[src/hdl/urx_defines.svh]
`ifndef URX_DEFINES_SVH
`define URX_DEFINES_SVH
// register byte offsets (one aligned word each)
`define URX_OFF_DATA    4'h0
`define URX_OFF_STATUS  4'h4
`define URX_OFF_CTRLB   4'h8
`define URX_OFF_CTRLC   4'hC
// status field positions
`define URX_ST_PE       2
`define URX_ST_OVR      3
`define URX_ST_FE       4
`define URX_ST_RXC      7
// control b field positions
`define URX_CB_NINTH    1
`define URX_CB_RXEN     4
`define URX_CB_RXCIE    7
// control c field positions
`define URX_CC_CSZ0     1
`define URX_CC_STOP     3
`define URX_CC_PTYPE    4
`define URX_CC_PEN      5
`define URX_CC_U2X      6
`define URX_CC_CSZ2     7
// reset values
`define URX_CB_RESET    8'h00
`define URX_CC_RESET    8'h06
// sample timing in oversample ticks
`define URX_OS_NORMAL   5'h10
`define URX_OS_DOUBLE   5'h08
`define URX_VOTE_NORMAL 5'h08
`define URX_VOTE_DOUBLE 5'h04
`define URX_FIFO_DEPTH  2
`endif

[src/hdl/urx_pkg.sv]
package urx_pkg;
   // receive state machine
   typedef enum logic [1:0] {
      URX_IDLE,
      URX_START,
      URX_BITS
   } urx_state_t;
   // one stored frame: ninth bit, errors, data
   typedef struct packed {
      logic       fe;
      logic       ovr;
      logic       pe;
      logic       ninth;
      logic [7:0] data;
   } urx_entry_t;
endpackage

[src/hdl/urx_fifo_if.sv]
`timescale 1ns/10ps
// push/pop link between the receiver and its buffer
interface urx_fifo_if;
   logic               push;
   logic               pop;
   logic               flush;
   urx_pkg::urx_entry_t wdata;
   urx_pkg::urx_entry_t head;
   logic               full;
   logic               empty;
   modport ctrl (output push, output pop, output flush, output wdata,
                 input head, input full, input empty);
   modport mem  (input push, input pop, input flush, input wdata,
                 output head, output full, output empty);
endinterface

[src/hdl/urx_fifo.sv]
`timescale 1ns/10ps
`include "urx_defines.svh"
// two-entry receive buffer; head comes from a register
module urx_fifo (
   // clock and reset
   input wire logic sys_clk,
   input wire logic rstn,
   // buffer link
   urx_fifo_if.mem  f
);
   urx_pkg::urx_entry_t mem_q [`URX_FIFO_DEPTH]; // storage
   logic                wp_q;                    // write pointer
   logic                rp_q;                    // read pointer
   logic [1:0]          cnt_q;                   // fill level
   logic                do_push;                 // accepted push
   logic                do_pop;                  // accepted pop

   assign do_push = f.push && (cnt_q != 2'h2 || f.pop);
   assign do_pop  = f.pop && (cnt_q != 2'h0);
   assign f.full  = (cnt_q == 2'h2);
   assign f.empty = (cnt_q == 2'h0);

   // storage write
   always_ff @(posedge sys_clk) begin
      if (do_push) begin
         mem_q[wp_q] <= f.wdata;
      end
   end

   // pointers and level; flush empties at once
   always_ff @(posedge sys_clk or negedge rstn) begin
      if (!rstn) begin
         wp_q  <= 1'b0;
         rp_q  <= 1'b0;
         cnt_q <= 2'h0;
      end else if (f.flush) begin
         wp_q  <= 1'b0;
         rp_q  <= 1'b0;
         cnt_q <= 2'h0;
      end else begin
         if (do_push) begin
            wp_q <= ~wp_q;
         end
         if (do_pop) begin
            rp_q <= ~rp_q;
         end
         cnt_q <= cnt_q + {1'b0, do_push} - {1'b0, do_pop};
      end
   end

   // registered head view, refreshed every cycle
   always_ff @(posedge sys_clk or negedge rstn) begin
      if (!rstn) begin
         f.head <= '0;
      end else begin
         f.head <= mem_q[rp_q];
      end
   end
endmodule

[src/hdl/urx_top.sv]
// Implementation choices: the address map and the Avalon-MM register port.
`timescale 1ns/10ps
`include "urx_defines.svh"
// Operation
// - fifo holds ninth bit and error flags
// - rx complete reads one while unread
// - receiver disable flushes buffer immediately
// - interrupt requested while flag and enable
// - status writes never change error flags
// - error flags raise no interrupt
// - frame error shows first stop bit zero
// - only first stop bit is checked
// - overrun on start with buffer full and frame waiting
// - overrun clears on successful transfer
// - parity computed, compared, stored per frame
// - parity error zero when checking disabled
// - disable aborts frame, releases pin
// - sixteen or eight samples per bit
// - start vote on centre samples
// - high majority rejects start as noise
// - bits decided by three sample majority
// - zero stop bit sets frame error
// - shift bits, move frame on stop
// - enable gives pin to receiver
module urx_top (
   // clock and reset
   input  wire logic        sys_clk,
   input  wire logic        rstn,
   // avalon-mm slave
   input  wire logic [3:0]  avs_address,
   input  wire logic        avs_read,
   input  wire logic        avs_write,
   input  wire logic [31:0] avs_writedata,
   input  wire logic [3:0]  avs_byteenable,
   output logic [31:0]      avs_readdata,
   output logic             avs_waitrequest,
   // baud generator oversample tick
   input  wire logic        os_tick,
   // global interrupt enable
   input  wire logic        global_irq_en,
   // serial line
   input  wire logic        serial_input_pin,
   // outputs
   output logic             rx_irq,
   output logic             pin_override
);
   urx_fifo_if fif ();

   urx_pkg::urx_state_t st_q;        // receive state
   logic [7:0]  cb_q;                // control b
   logic [7:0]  cc_q;                // control c
   logic        ovr_pend_q;          // overrun seen, waits for next stored frame
   logic        held_q;              // finished frame waits in held_e_q
   urx_pkg::urx_entry_t held_e_q;    // that waiting frame
   logic [4:0]  smp_q;               // sample number within bit
   logic [3:0]  bit_q;               // bits received so far
   logic [9:0]  sh_q;                // shift register
   logic [1:0]  votes_q;             // high votes in window
   logic        pin_d1_q;            // previous pin sample
   logic        ack_q;               // bus answer phase
   logic        rx_en;               // receiver enabled
   logic        u2x;                 // double speed
   logic [2:0]  csz;                 // character size select
   logic [3:0]  ndata;               // data bits per frame
   logic [3:0]  nbits;               // data + parity + stop
   logic [4:0]  os_n;                // samples per bit
   logic [4:0]  vote0;               // first vote sample
   logic        in_window;           // centre sample now
   logic        last_smp;            // last centre sample of bit
   logic        voted;               // majority result
   logic        bus_req;             // new request
   logic        data_rd;             // data location read taken
   logic        frame_done;          // stop bit decided
   urx_pkg::urx_entry_t new_e;       // frame under assembly

   assign rx_en = cb_q[`URX_CB_RXEN];
   assign u2x   = cc_q[`URX_CC_U2X];
   assign csz   = {cc_q[`URX_CC_CSZ2], cc_q[`URX_CC_CSZ0+1], cc_q[`URX_CC_CSZ0]};
   assign ndata = (csz == 3'h7) ? 4'h9 : (csz[2] ? 4'h8 : 4'h5 + {1'b0, csz});
   assign nbits = ndata + {3'h0, cc_q[`URX_CC_PEN]} + 4'h1; // one stop only
   assign os_n  = u2x ? `URX_OS_DOUBLE : `URX_OS_NORMAL;
   assign vote0 = u2x ? `URX_VOTE_DOUBLE : `URX_VOTE_NORMAL;
   assign in_window = (smp_q >= vote0) && (smp_q <= vote0 + 5'h2);
   assign last_smp  = (smp_q == vote0 + 5'h2);
   // majority of three centre samples
   assign voted = (votes_q + {1'b0, serial_input_pin}) >= 2'h2;
   assign frame_done = os_tick && st_q == urx_pkg::URX_BITS && last_smp
                       && bit_q == nbits - 4'h1;

   // assemble frame entry from shift register
   always_comb begin
      logic [9:0] w;
      logic       par;
      w = sh_q >> (4'hB - nbits); // stop left out: nine data plus parity fill all ten
      par = ^(w & ((10'h001 << ndata) - 10'h001));
      new_e       = '0;
      new_e.data  = w[7:0];
      new_e.ninth = (csz == 3'h7) ? w[8] : 1'b0;
      new_e.fe    = ~voted;
      new_e.pe    = cc_q[`URX_CC_PEN] &&
                    ((par ^ w[ndata]) != cc_q[`URX_CC_PTYPE]);
      new_e.ovr   = 1'b0;
   end

   // receive sequencer; disable abandons frame at once
   always_ff @(posedge sys_clk or negedge rstn) begin
      if (!rstn) begin
         st_q     <= urx_pkg::URX_IDLE;
         smp_q    <= 5'h00;
         bit_q    <= 4'h0;
         sh_q     <= 10'h000;
         votes_q  <= 2'h0;
         pin_d1_q <= 1'b1;
      end else if (!rx_en) begin
         st_q     <= urx_pkg::URX_IDLE;
         pin_d1_q <= 1'b1;
      end else if (os_tick) begin
         pin_d1_q <= serial_input_pin;
         unique case (st_q)
            urx_pkg::URX_IDLE: begin
               if (pin_d1_q && !serial_input_pin) begin
                  st_q    <= urx_pkg::URX_START; // first low sample is one
                  smp_q   <= 5'h02;
                  votes_q <= 2'h0;
               end
            end
            urx_pkg::URX_START: begin
               smp_q <= smp_q + 5'h01;
               if (in_window) begin
                  votes_q <= votes_q + {1'b0, serial_input_pin};
               end
               if (last_smp) begin
                  if (voted) begin
                     st_q <= urx_pkg::URX_IDLE; // noise spike
                  end
               end
               if (smp_q == os_n) begin
                  st_q    <= urx_pkg::URX_BITS; // synchronised
                  smp_q   <= 5'h01;
                  bit_q   <= 4'h0;
                  votes_q <= 2'h0;
               end
            end
            urx_pkg::URX_BITS: begin
               smp_q <= smp_q + 5'h01;
               if (in_window) begin
                  votes_q <= votes_q + {1'b0, serial_input_pin};
               end
               if (last_smp) begin
                  sh_q  <= {voted, sh_q[9:1]};
                  bit_q <= bit_q + 4'h1;
                  if (bit_q == nbits - 4'h1) begin
                     st_q <= urx_pkg::URX_IDLE; // next start may follow directly
                  end
               end
               if (smp_q == os_n) begin
                  smp_q   <= 5'h01;
                  votes_q <= 2'h0;
               end
            end
         endcase
      end
   end

   // buffer hand-off: frame waits in held_e_q until pushed to fifo
   always_ff @(posedge sys_clk or negedge rstn) begin
      if (!rstn) begin
         held_q     <= 1'b0;
         held_e_q   <= '0;
         ovr_pend_q <= 1'b0;
      end else if (!rx_en) begin
         held_q     <= 1'b0;
         ovr_pend_q <= 1'b0;
      end else begin
         if (os_tick && st_q == urx_pkg::URX_IDLE && pin_d1_q && !serial_input_pin
             && fif.full && held_q && !fif.push) begin
            ovr_pend_q <= 1'b1;
         end
         if (held_q && fif.push) begin
            held_q     <= 1'b0;
            ovr_pend_q <= 1'b0;
         end
         if (frame_done) begin
            held_q   <= 1'b1;
            held_e_q <= new_e;
         end
      end
   end

   // push waiting frame once there is room, carrying overrun
   always_comb begin
      fif.push        = held_q && (!fif.full || data_rd);
      fif.wdata       = held_e_q;
      fif.wdata.ovr   = ovr_pend_q;
      fif.pop         = data_rd;
      fif.flush       = !rx_en;
   end

   assign bus_req = (avs_read || avs_write) && !ack_q;
   assign data_rd = bus_req && avs_read && avs_address == `URX_OFF_DATA;

   // one wait state: answer on the cycle after the request
   always_ff @(posedge sys_clk or negedge rstn) begin
      if (!rstn) begin
         ack_q           <= 1'b0;
         avs_waitrequest <= 1'b1;
      end else begin
         ack_q           <= bus_req;
         avs_waitrequest <= !bus_req;
      end
   end

   // control writes; status writes leave error flags alone
   always_ff @(posedge sys_clk or negedge rstn) begin
      if (!rstn) begin
         cb_q <= `URX_CB_RESET;
         cc_q <= `URX_CC_RESET;
      end else if (bus_req && avs_write && avs_byteenable[0]) begin
         if (avs_address == `URX_OFF_CTRLB) begin
            cb_q <= avs_writedata[7:0] & 8'hFD; // ninth bit is read-only
         end
         if (avs_address == `URX_OFF_CTRLC) begin
            cc_q <= avs_writedata[7:0];
         end
      end
   end

   // read mux; data masked to character size, unmapped reads zero
   always_ff @(posedge sys_clk or negedge rstn) begin
      if (!rstn) begin
         avs_readdata <= 32'h0000_0000;
      end else if (bus_req && avs_read) begin
         avs_readdata <= 32'h0000_0000;
         unique case (avs_address)
            `URX_OFF_DATA: begin
               avs_readdata[7:0] <= fif.head.data & (8'hFF >> (4'h8 - (ndata > 4'h8 ?
                                    4'h8 : ndata)));
            end
            `URX_OFF_STATUS: begin
               avs_readdata[`URX_ST_RXC] <= !fif.empty;
               avs_readdata[`URX_ST_FE]  <= !fif.empty && fif.head.fe;
               avs_readdata[`URX_ST_OVR] <= !fif.empty && fif.head.ovr;
               avs_readdata[`URX_ST_PE]  <= !fif.empty && fif.head.pe;
            end
            `URX_OFF_CTRLB: begin
               avs_readdata[7:0] <= cb_q;
               avs_readdata[`URX_CB_NINTH] <= fif.head.ninth;
            end
            `URX_OFF_CTRLC: begin
               avs_readdata[7:0] <= cc_q;
            end
            default: begin
               avs_readdata <= 32'h0000_0000;
            end
         endcase
      end
   end

   // level interrupt; errors never feed it
   always_ff @(posedge sys_clk or negedge rstn) begin
      if (!rstn) begin
         rx_irq       <= 1'b0;
         pin_override <= 1'b0;
      end else begin
         rx_irq       <= cb_q[`URX_CB_RXCIE] && global_irq_en && !fif.empty && rx_en;
         pin_override <= rx_en;
      end
   end

   urx_fifo u_fifo (
      .sys_clk (sys_clk),
      .rstn    (rstn),
      .f       (fif.mem)
   );

   // checks
   property p_irq_level;
      @(posedge sys_clk) disable iff (!rstn)
         (cb_q[`URX_CB_RXCIE] && global_irq_en && !fif.empty && rx_en) |=> rx_irq;
   endproperty
   a_irq_level: assert property (p_irq_level) else $error("irq not raised");
   property p_flush;
      @(posedge sys_clk) disable iff (!rstn) !rx_en |=> fif.empty;
   endproperty
   a_flush: assert property (p_flush) else $error("buffer not flushed");
   property p_pe_off;
      @(posedge sys_clk) disable iff (!rstn)
         frame_done && !cc_q[`URX_CC_PEN] |-> !new_e.pe;
   endproperty
   a_pe_off: assert property (p_pe_off) else $error("parity error while off");
   property p_fe;
      @(posedge sys_clk) disable iff (!rstn) frame_done |-> (new_e.fe == !voted);
   endproperty
   a_fe: assert property (p_fe) else $error("frame error wrong");
   property p_abort;
      @(posedge sys_clk) disable iff (!rstn) !rx_en |=> st_q == urx_pkg::URX_IDLE;
   endproperty
   a_abort: assert property (p_abort) else $error("frame not abandoned");
   property p_pin;
      @(posedge sys_clk) disable iff (!rstn) ##1 (pin_override == $past(rx_en));
   endproperty
   a_pin: assert property (p_pin) else $error("pin override wrong");
   property p_noirq;
      @(posedge sys_clk) disable iff (!rstn) fif.empty |=> !rx_irq;
   endproperty
   a_noirq: assert property (p_noirq) else $error("irq without data");
   property p_ovr_clr;
      @(posedge sys_clk) disable iff (!rstn) held_q && fif.push && rx_en |=> !ovr_pend_q;
   endproperty
   a_ovr_clr: assert property (p_ovr_clr) else $error("overrun not cleared");
   // a start meeting a full buffer and a waiting frame flags overrun
   property p_ovr_set;
      @(posedge sys_clk) disable iff (!rstn)
         rx_en && os_tick && st_q == urx_pkg::URX_IDLE && pin_d1_q && !serial_input_pin
         && fif.full && held_q && !fif.push |=> ovr_pend_q;
   endproperty
   a_ovr_set: assert property (p_ovr_set) else $error("overrun not flagged");
   // high majority on the start votes drops back to idle
   property p_noise;
      @(posedge sys_clk) disable iff (!rstn)
         rx_en && os_tick && st_q == urx_pkg::URX_START && last_smp && voted
         |=> st_q == urx_pkg::URX_IDLE;
   endproperty
   a_noise: assert property (p_noise) else $error("noise start not rejected");
   // status read shows unread data as seen at the taking edge
   property p_rxc_read;
      @(posedge sys_clk) disable iff (!rstn)
         bus_req && avs_read && avs_address == `URX_OFF_STATUS
         |=> avs_readdata[`URX_ST_RXC] != $past(fif.empty);
   endproperty
   a_rxc_read: assert property (p_rxc_read) else $error("rx complete misreported");
   // data read from a full buffer with nothing arriving frees a place
   property p_pop;
      @(posedge sys_clk) disable iff (!rstn)
         rx_en && data_rd && fif.full && !fif.push |=> !fif.full && !fif.empty;
   endproperty
   a_pop: assert property (p_pop) else $error("data read did not advance buffer");
   c_frame: cover property (@(posedge sys_clk) disable iff (!rstn) frame_done);
   c_ovr:   cover property (@(posedge sys_clk) disable iff (!rstn) ovr_pend_q);
   c_full:  cover property (@(posedge sys_clk) disable iff (!rstn) fif.full);
   c_noise: cover property (@(posedge sys_clk) disable iff (!rstn)
                            os_tick && st_q == urx_pkg::URX_START && last_smp && voted);
   c_perr:  cover property (@(posedge sys_clk) disable iff (!rstn) frame_done && new_e.pe);
endmodule

[config.mk]
export PLATFORM = sky130hd
export DESIGN_NAME = urx_top
export DESIGN_NICKNAME = d
export VERILOG_FILES = /design/src/hdl/urx_pkg.sv /design/src/hdl/urx_fifo_if.sv /design/src/hdl/urx_fifo.sv /design/src/hdl/urx_top.sv
export VERILOG_INCLUDE_DIRS = /design/src /design/src/hdl
export SDC_FILE = /design/constraint.sdc
export NUM_CORES = 1
export LEC_CHECK = 0
export ABC_AREA = 1
export BUFFER_PORTS_ARGS = -buffer_cell sky130_fd_sc_hd__buf_2
export CORE_AREA = 3 3 120 122
export DETAILED_ROUTE_END_ITERATION = 8
export DIE_AREA = 0 0 123 125
export PLACE_DENSITY = 0.66
export SETUP_SLACK_MARGIN = 0.4
export SLEW_MARGIN = 20
export SYNTH_ARGS = -nofsm -noshare
export SYNTH_HDL_FRONTEND = slang
export SYNTH_SLANG_ARGS = --single-unit
[constraint.sdc]
create_clock -name sys_clk -period 3.69 [get_ports sys_clk]
set_clock_uncertainty 0.2 [all_clocks]
set_input_delay 0.738 -clock sys_clk [delete_from_list [all_inputs] [get_ports sys_clk]]
set_output_delay 0.738 -clock sys_clk [all_outputs]
set_load 0.02 [all_outputs]
Word level (Yosys, flattened, before mapping)
Memory sizes are Yosys's and may differ from the RTL's. A register that Yosys moved wholly into a read port is not among the register bits. Cells that the tools add are included. Widths: inputs -> output; s select.

Flip-flop bits (word level): 68. Memory bits (writable): 24. Input port bits: 47. Output and inout port bits: 35. Logic and storage cells: 174. Memories kept: 1.

Add/subtract/negate cells: 13. $lt $le $gt $ge: 5. Eq/ne operators: 26. Shifts and indexed selects: 3. Mux-type cells: 46. Bitwise gates (word level): 6. Reductions and logical operators: 52.

Memories: u_fifo.mem_q (words 2, bits a word 12, read ports 1, clocked after Yosys merged registers in 1, wr ports 1, line urx_fifo.sv:11) `` urx_pkg::urx_entry_t mem_q [`URX_FIFO_DEPTH]; ``.

Operator list (number): $logic_and 1x1->1 (27); $mux 2 (12); $mux 4 (6); $pmux 2 s3 (3); $mux 1 (16); $mux 5 (3); $pmux 3 s4 (1); $and 10x10->10 (1); $eq 5x5->1 (2); $ne 2x2->1 const B (5); $pmux 5 s2 (1); $reduce_xor 10->1 (1); $shl 1x4->10 const A (1); $shr 10x4->10 (1); $sub 10x1->10 const B (1); $ne 3x1->1 const B (3); $add 4x1->4 const B (2); $and 8x8->8 (1); $eq 4x4->1 const B (2); $ne 4x4->1 const B (2); $pmux 4 s2 (1); $reduce_and 4->1 (2); $shr 8x4->8 const A (1); $sub 4x4->4 const A (2); 36 further kinds (54).

Depth between registers and ports, before layout
Gate-level depths: netlist (run 1).

Word-level depth: 12. Mapped depth: 25. Gate-level depth less buffers: 25.

Cells and area by module
From an unflattened synthesis (run 1), not the netlist that was laid out.

Cell total of the unflattened synthesis: 750. Area total of the unflattened synthesis: 5998.3 um^2.

By module, submodules not included: urx_top (instances 1, cells an instance 640, area each 4561.9 um^2, seq. area each 1606.5 um^2); urx_fifo (instances 1, cells an instance 110, area each 1436.4 um^2, seq. area each 1121.1 um^2).

Worst setup path after synthesis (run 1)
Ideal clock, no wire load.

Kind: in2reg. From: input avs_address[1]. To: memory u_fifo.mem_q[1][0] in the netlist's numbering (enable). Setup time: 0.382 ns. Arrival: 2.471 ns. Required time: 3.108 ns. Slack: 0.637 ns. Cell stages on the path: 9. Buffers on the path: 0. Cell sequence: nor2_1 inv_1 nor3_1 inv_1 nor2_1 nor2_1 nor2_1 inv_1 nor2_1.

Word-level cells in the longest chain between the ends: 7. Elaborated cells on any way between the ends: 8. Classes of those cells: mux: 2; reduce/logical: 6.

RTL lines: start, declared (line urx_top.sv:30) `input wire logic [3:0] avs_address,`; $logic_not 4->1 *; $logic_and 1x1->1 (no source line) *; $logic_or 1x1->1 (line urx_top.sv:192) `fif.push = held_q && (!fif.full || data_rd);`; $logic_and 1x1->1 (line urx_top.sv:192); $logic_and 1x1->1 * (line urx_fifo.sv:18) `assign do_push = f.push && (cnt_q != 2'h2 || f.pop);`; $mux 1 * (line urx_fifo.sv:25) `if (do_push) begin`; $mux 1 (not written as such) * (line urx_fifo.sv:26) `mem_q[wp_q] <= f.wdata;`; end, declared (line urx_fifo.sv:11).

Mark *: on every way between the ends. The rest lies on a longest branch, timed or not.

Worst setup path in the final report (run 1)
From: register cc_q[2]. To: register held_e_q, in the netlist fif.wdata[8].

Word-level cells in the longest chain between the ends: 9. Elaborated cells on any way between the ends: 13. Classes of those cells: add/sub: 5; eq/ne: 2; shift: 1; mux: 3; reduce/logical: 2.

RTL lines: start, declared (line urx_top.sv:51) `logic [7:0] cc_q;`; start signal, assigned (line urx_top.sv:217) `` cc_q <= `URX_CC_RESET; ``; start signal, assigned (line urx_top.sv:223) `cc_q <= avs_writedata[7:0];`; branches (longest 9 deep; another with $add 3x3->4); end signal, assigned (line urx_top.sv:185) `held_e_q <= new_e;`; end, declared (line urx_top.sv:54) `urx_pkg::urx_entry_t held_e_q;`.

Several ways; the timed one is not identified. A chain may end at the register's enable or synchronous reset.

==> metrics, run 1 <==
run status=completed; number of diodes=0; Post-CTS Hold Fix Bufs=0; DRC viols=0; Max Freq=roughly 320 MHz; cts bufs inserted=9; Hold Path Class=in -> async; CP arrival=between 3 and 4 ns; P_leak=3.36 nW; 1st-iter DRT viols=between 300 and 400; CTS Root Cell=clkbuf_16; clock-pin slew on the worst setup and hold paths=0.07 ns; final hold viol count=0; worst r2r dst=fif.wdata[8]$_DFFE_PN0P_; Final Power=3.96 mW; Yosys top cell area share=31.9%; DIE AREA=around 15000 µm²; initial antenna violation count=0; synth warn=0; DRT Pass-1 Iters=4; worst reg2reg startpoint=cc_q[2]$_DFFE_PN1P_; final WL=13.3 mm; max-cap viol count=0; cell count after synthesis=between 700 and 800; ys async rst share=about three quarters; first-pass GRT wire length=21.8 mm; Max Slew Vio Count=0; RSZ-0062 raised after global routing=false; Seq/Total Area, Yosys=between 40% and 50%; core area=13300 µm²; gpl congestion=0.924; GRT Overall Usage=17.7%; Post-synth top flop=dfrtp_1; measured slew at the worst slew-check pin=0.729 ns; Die Span X=around 120 µm; fraction of layout cells with a size suffix above 1=14.4%; # rows=42; Clock Power Share=22.6%; CTS sink cnt=between 100 and 150; worst path required time=approximately 3.7 ns; Port Buf Inserts=30; fin crit share=between 80 and 90%; largest net degree at the start of global routing=81; Crit. End Element=flop; dpl hpwl=slightly below 10 mm; later-pin clock latency in the skew report=0.35 ns; Clock Path Buffers=2; ranking of synthesized cells by area=dfrtp_1 (32%), nand2_1 (15%), edfxtp_1 (12%), nand3_1 (5.9%), inv_1 (5.6%); Cell Area, Synth=5960 µm²; DR WL/cell=around 14 µm; Synth Area per Inst=7.88 µm²; max_slew headroom=about half; Sw Share=41.5%; Cell Pwr Density=about 600 nW/µm²; Post-Route Setup TNS=0 ns; P_sw=1.65 mW; final net count=870; DP Worst Slack=0.451 ns; Initial Util=between 40% and 50%; CTS tree=yes; internal power=2.32 mW; worst reg2reg path depth=14; critical path class=reg -> reg; worst setup margin=0.597 ns; part of the power in registers=33.4%; P&R area growth vs syn=12.6%; post-DR vias/cell=4.87; Synth area leader=dfrtp_1; power share of the combinational group=44.0%; Reg2Reg Setup Slack=between 0.5 and 0.6 ns; Post-synth EDFFs=24; number of setup violations in the final report=0; Worst VDD drop=0.000350 V; post-route ant nets=0; I/O pins=82; minimum clock period=3.09 ns; GR Overflow Total=0; Die H=125 µm; total number of vias=4792; Worst Path Max Fanout=20; Netlist cell types=46; crit start category=flop; number of synthesized register bits=104; htree depth=3; number of global-route vias before repair=4347
-- flip-flops by register name (all words and copies together), names as in the netlist --
name             cells
ack_q                1
avs_readdata         8
avs_waitrequest      1
bit_q                4
cb_q                 7
cc_q                 8
fif.wdata           11
held_q               1
ovr_pend_q           1
pin_d1_q             1
pin_override         1
rx_irq               1
sh_q                10
smp_q                5
st_q                 2
u_fifo.cnt_q         2
u_fifo.f.head       12
u_fifo.mem_q        24
u_fifo.rp_q          1
u_fifo.wp_q          1
votes_q              2
-- synth_stat cells (all sizes together) (2+ instances only) --
library cell,count
xor2,8
a21o,2
inv,96
clkinv,2
o22ai,2
o31ai,3
dfrtp,76
xnor2,6
o21bai,2
a21oi,15
a31oi,4
buf,30
nor3,9
nand2,242
nor2,60
o211ai,3
o2111ai,2
nand3,73
edfxtp,24
clkbuf,8
o21ai,41
o32ai,2
nand4,14
ha,21
dfstp,4
-- through the flow --
step,util (%),instance area [µm²],std cells,hold WS [ns]
6_report,50.5,6710,983,0.227
5_1_grt,50.5,6710,983,0.266
4_1_cts,48.9,6500,973,0.244
3_5_place_dp,46.9,6230,957,0.228
3_3_place_gp,46.9,6230,957,0.223
2_1_floorplan,-,6050,780,0.172
-- kinds of logic after synthesis --
kind of cell / after synthesis / share of synthesized area, %
AND/OR/NAND/NOR: 401 / 29.3
AO/OA/AOI/OAI: 80 / 7.91
adder cells (fa/ha/maj): 21 / 4.41
flip-flops: 104 / 45.7
buffers and inverters: 136 / 10.5
other: 1 / 0.0629
XOR/XNOR: 14 / 2.06
-- layout make-up --
| type | instances | area (µm²) |
|---|---|---|
| timing repair buffer | 48 | 299 |
| clock buffer | 10 | 229 |
| clock inverter | 6 | 41.3 |
| multi-input combinational | 541 | 2820 |
| inverter | 98 | 378 |
| sequential | 104 | 2730 |
| tap | 176 | 220 |
| fill | 1275 | 6580 |
-- cells in the final DEF (no fill, tap or decap), types with 16 or more instances in the layout --
cell type | synthesis | final
buf_2 | 2 | 29
buf_4 | 26 | 16
conb_1 | 1 | 24
dfrtp_1 | 76 | 75
edfxtp_1 | 24 | 24
ha_1 | 21 | 17
inv_1 | 89 | 86
nand2_1 | 231 | 229
nand3_1 | 70 | 65
nor2_1 | 54 | 51
o21ai_0 | 35 | 35
-- critical path, stage by stage, from the launching register on --
cell and delay (ns):
dfstp_2 0.66, ha_4 0.24, nand2_4 0.10, inv_2 0.08
ha_4 0.28, inv_1 0.06, ha_1 0.18, xnor2_1 0.13
xor2_1 0.16, nor3_1 0.17, nand2_1 0.15, nor2_2 0.24
inv_4 0.15, nand2_1 0.11, o31ai_2 0.06
-- per-layer routing --
layer	part of all wire, %	wire length [µm]	track usage, %
met4	1.0	138	4.04
met1	47	6180	25.5
met5	0	0	0
met2	48	6350	27.7
met3	4.5	599	3.52
-- how the worst max path moves through the flow --
stage | start | endpoint | slack, ns
global route | cc_q[2]$_DFFE_PN1P_ | fif.wdata[9]$_DFFE_PN0P_ | 0.37
global placement | cc_q[2]$_DFFE_PN1P_ | fif.wdata[9]$_DFFE_PN0P_ | 0.45
CTS | cc_q[1]$_DFFE_PN1P_ | fif.wdata[8]$_DFFE_PN0P_ | 0.44
finish | cc_q[2]$_DFFE_PN1P_ | fif.wdata[8]$_DFFE_PN0P_ | 0.60
floorplan | avs_address[1] | u_fifo.mem_q[1][0]$_DFFE_PP_ | 0.64
detailed placement | cc_q[1]$_DFFE_PN1P_ | fif.wdata[8]$_DFFE_PN0P_ | 0.45
-- power groups by stage --
stage	combinational [mW]	clock [mW]	sequential (mW)
after floorplan	1.25	0	1.32
after global placement	1.55	0	1.34
after detailed placement	1.56	0	1.34
after CTS	1.58	0.923	1.32
after global routing	1.98	0.962	1.33
final	1.74	0.895	1.32
-- repair_timing --
item / in CTS / in global routing
hold endpoints to repair: 0 / 0
setup endpoints to repair: 0 / 14
buffers inserted: 0 / 9
gates resized for setup: 0 / 31
(Power assumes the default switching activity.)
==> run 2, diff against run 1 <==
clock period = 3.11 ns   (was 3.69 ns; I/O delays follow)
==> run 2 against run 1 <==
Register-to-register slack lost 0.44 ns. Die area unchanged. Utilization rose by 3.1 points. Wire length up 4.4%. Sequential share of layout area fell by 2.3 points. Count of clock-buffer cells in the layout unchanged. Sequential cell count unchanged. First-iteration DRC count fell by 7.6%. Non-clock buffer count grew 19. Largest cell class unchanged.
==> metrics, run 2 (same netlist as run 1, synthesis figures left out) <==
Post-CTS Hold Fix Bufs=0; CP arrival=3.00 ns; Crit. End Element=flop; largest net degree at the start of global routing=49; minimum clock period=2.96 ns; P&R area growth vs syn=19.5%; DRT Pass-1 Iters=5; fin crit share=95.1%; Worst Path Max Fanout=4; Layout fillers=1241; CTS Root Cell=clkbuf_16; Final Power=5.08 mW; storage element area=2730 µm²; Initial Util=about 45%; commonest non-fill, non-tap cell in the layout=nand2_1; GRT Overall Usage=18.1%; DR WL/cell=13.8 µm; Port Buf Inserts=30; Hold Slack=0.0925 ns; core area=13300 µm²; dpl hpwl=10.2 mm; clock-pin slew on the worst setup and hold paths=0.07 ns; cts bufs inserted=9; Post-Route Setup TNS=0 ns; Die Span X=123 µm; I/O pins=between 80 and 90; Hold Path Class=in -> async; max-cap viol count=0; initial antenna violation count=0; first-pass GRT wire length=22.1 mm; DRC viols=0; area of the multi-input gates=3010 µm²; Most flops, register=u_fifo.mem_q; number of setup violations in the final report=0; crit start category=flop; Clock Path Buffers=2; Die H=125 µm; max_slew headroom=57.0%; post-DR vias/cell=4.97; final WL=13.9 mm; run status=completed; worst path required time=between 3 and 4 ns; critical path class=reg -> reg; total number of vias=4977; 1st-iter DRT viols=364; # rows=42; final hold viol count=0; GR Overflow Total=0; Max Slew Vio Count=0; post-route ant nets=0; max reg flops=24; CTS tree=yes; Max Freq=338 MHz; gpl congestion=0.911; number of global-route vias before repair=4565; Finished Core Util=53.6%; final net count=889; CTS sink cnt=104; fraction of layout cells with a size suffix above 1=22.0%; commonest non-fill, non-tap cells in the layout=nand2_1 (209), inv_1 (83), dfrtp_1 (74); later-pin clock latency in the skew report=about 0.35 ns; P_leak=roughly 3.5 nW; RSZ-0062 raised after global routing=true; Cell Pwr Density=712 nW/µm²; Worst VDD drop=0.000517 V; number of diodes=0; measured slew at the worst slew-check pin=0.641 ns; htree depth=3; DIE AREA=15400 µm²
## run 2: cell types whose count changed in the layout (fill, tap and decap cells not counted), sizes merged
cell,delta
nor2,-1
clkinvlp,+2
inv,-3
nand2,+1
clkinv,+1
buf,+19
## run 2: final cells by class
| type | count | area share (%) |
|---|---|---|
| Clock buffer | 10 | 3.35 |
| Clock inverter | 6 | 0.755 |
| Inverter | 98 | 5.55 |
| Multi-Input combinational cell | 541 | 42.2 |
| Sequential cell | 104 | 38.3 |
| Tap cell | 176 | 3.09 |
| Timing Repair Buffer | 67 | 6.76 |
## run 2: metal layers
layer | wire (µm) | vias to the layer above | share of wire [%] | GRT usage (%)
met4 | 251 | 0 | 1.8 | 5.93
met5 | 0 | - | 0 | 0
li1 | - | 2533 | - | -
met2 | 6650 | 97 | 48 | 28.9
met3 | 516 | 21 | 3.7 | 3.70
met1 | 6440 | 2326 | 46 | 24.6
## run 2: power breakdown
part / total, mW / internal, mW / switching [mW]
registers: 1.56 / 1.48 / 0.0852
logic: 2.41 / 0.914 / 1.50
clock network: 1.11 / 0.575 / 0.531
## run 2: timing repair
item / 4_1_cts / 5_1_grt
gates resized for setup: 36 / 42
endpoints found under the hold margin: 0 / 0
pin swaps: 21 / 22
setup endpoints to repair: 14 / 16
buffers inserted: 9 / 6
gates cloned: 0 / 1
## run 2: per-stage QoR
| step | setup slack (ns) | area, µm² | instances |
|---|---|---|---|
| 6_report | 0.153 | 7130 | 1002 |
| 4_1_cts | 0.165 | 6930 | 995 |
| 5_1_grt | -0.0202 | 7130 | 1002 |
| 3_5_place_dp | 0.0698 | 6440 | 970 |
| 3_3_place_gp | 0.0904 | 6440 | 970 |
| 2_1_floorplan | 0.307 | 6150 | 780 |
## run 2: final timing paths
path	from	to	slack [ns]	cells after the start
worst max register to register	cc_q[1]$_DFFE_PN1P_	fif.wdata[9]$_DFFE_PN0P_	0.15	26
worst min register to register	u_fifo.mem_q[0][10]$_DFFE_PP_	u_fifo.f.head[10]$_DFF_PN0_	0.24	2
worst min-delay path	rstn	cc_q[0]$_DFFE_PN0P_	0.09	1
worst max-delay path	cc_q[1]$_DFFE_PN1P_	fif.wdata[9]$_DFFE_PN0P_	0.15	26
min in group sys_clk	u_fifo.mem_q[0][10]$_DFFE_PP_	u_fifo.f.head[10]$_DFF_PN0_	0.24	2
max in group asynchronous	rstn	cc_q[1]$_DFFE_PN1P_	1.94	2
## run 2: critical path, cell delays in order, from the launching register on
cell	delay, ns
dfstp_2	0.61
ha_4	0.18
buf_6	0.10
nor2_4	0.04
inv_2	0.06
nand2_2	0.08
nor2_4	0.11
inv_2	0.04
ha_2	0.20
inv_4	0.08
nor2_1	0.05
nand3_1	0.09
nand2_1	0.09
nor2_2	0.13
nand2_2	0.07
nand2_4	0.07
inv_1	0.05
nand2_2	0.08
nand2_2	0.05
nand2_2	0.07
nand2_2	0.05
nand2_2	0.07
nand2_1	0.05
nand2_1	0.05
nand2_1	0.06
nand2_1	0.06
nand2_1	0.04
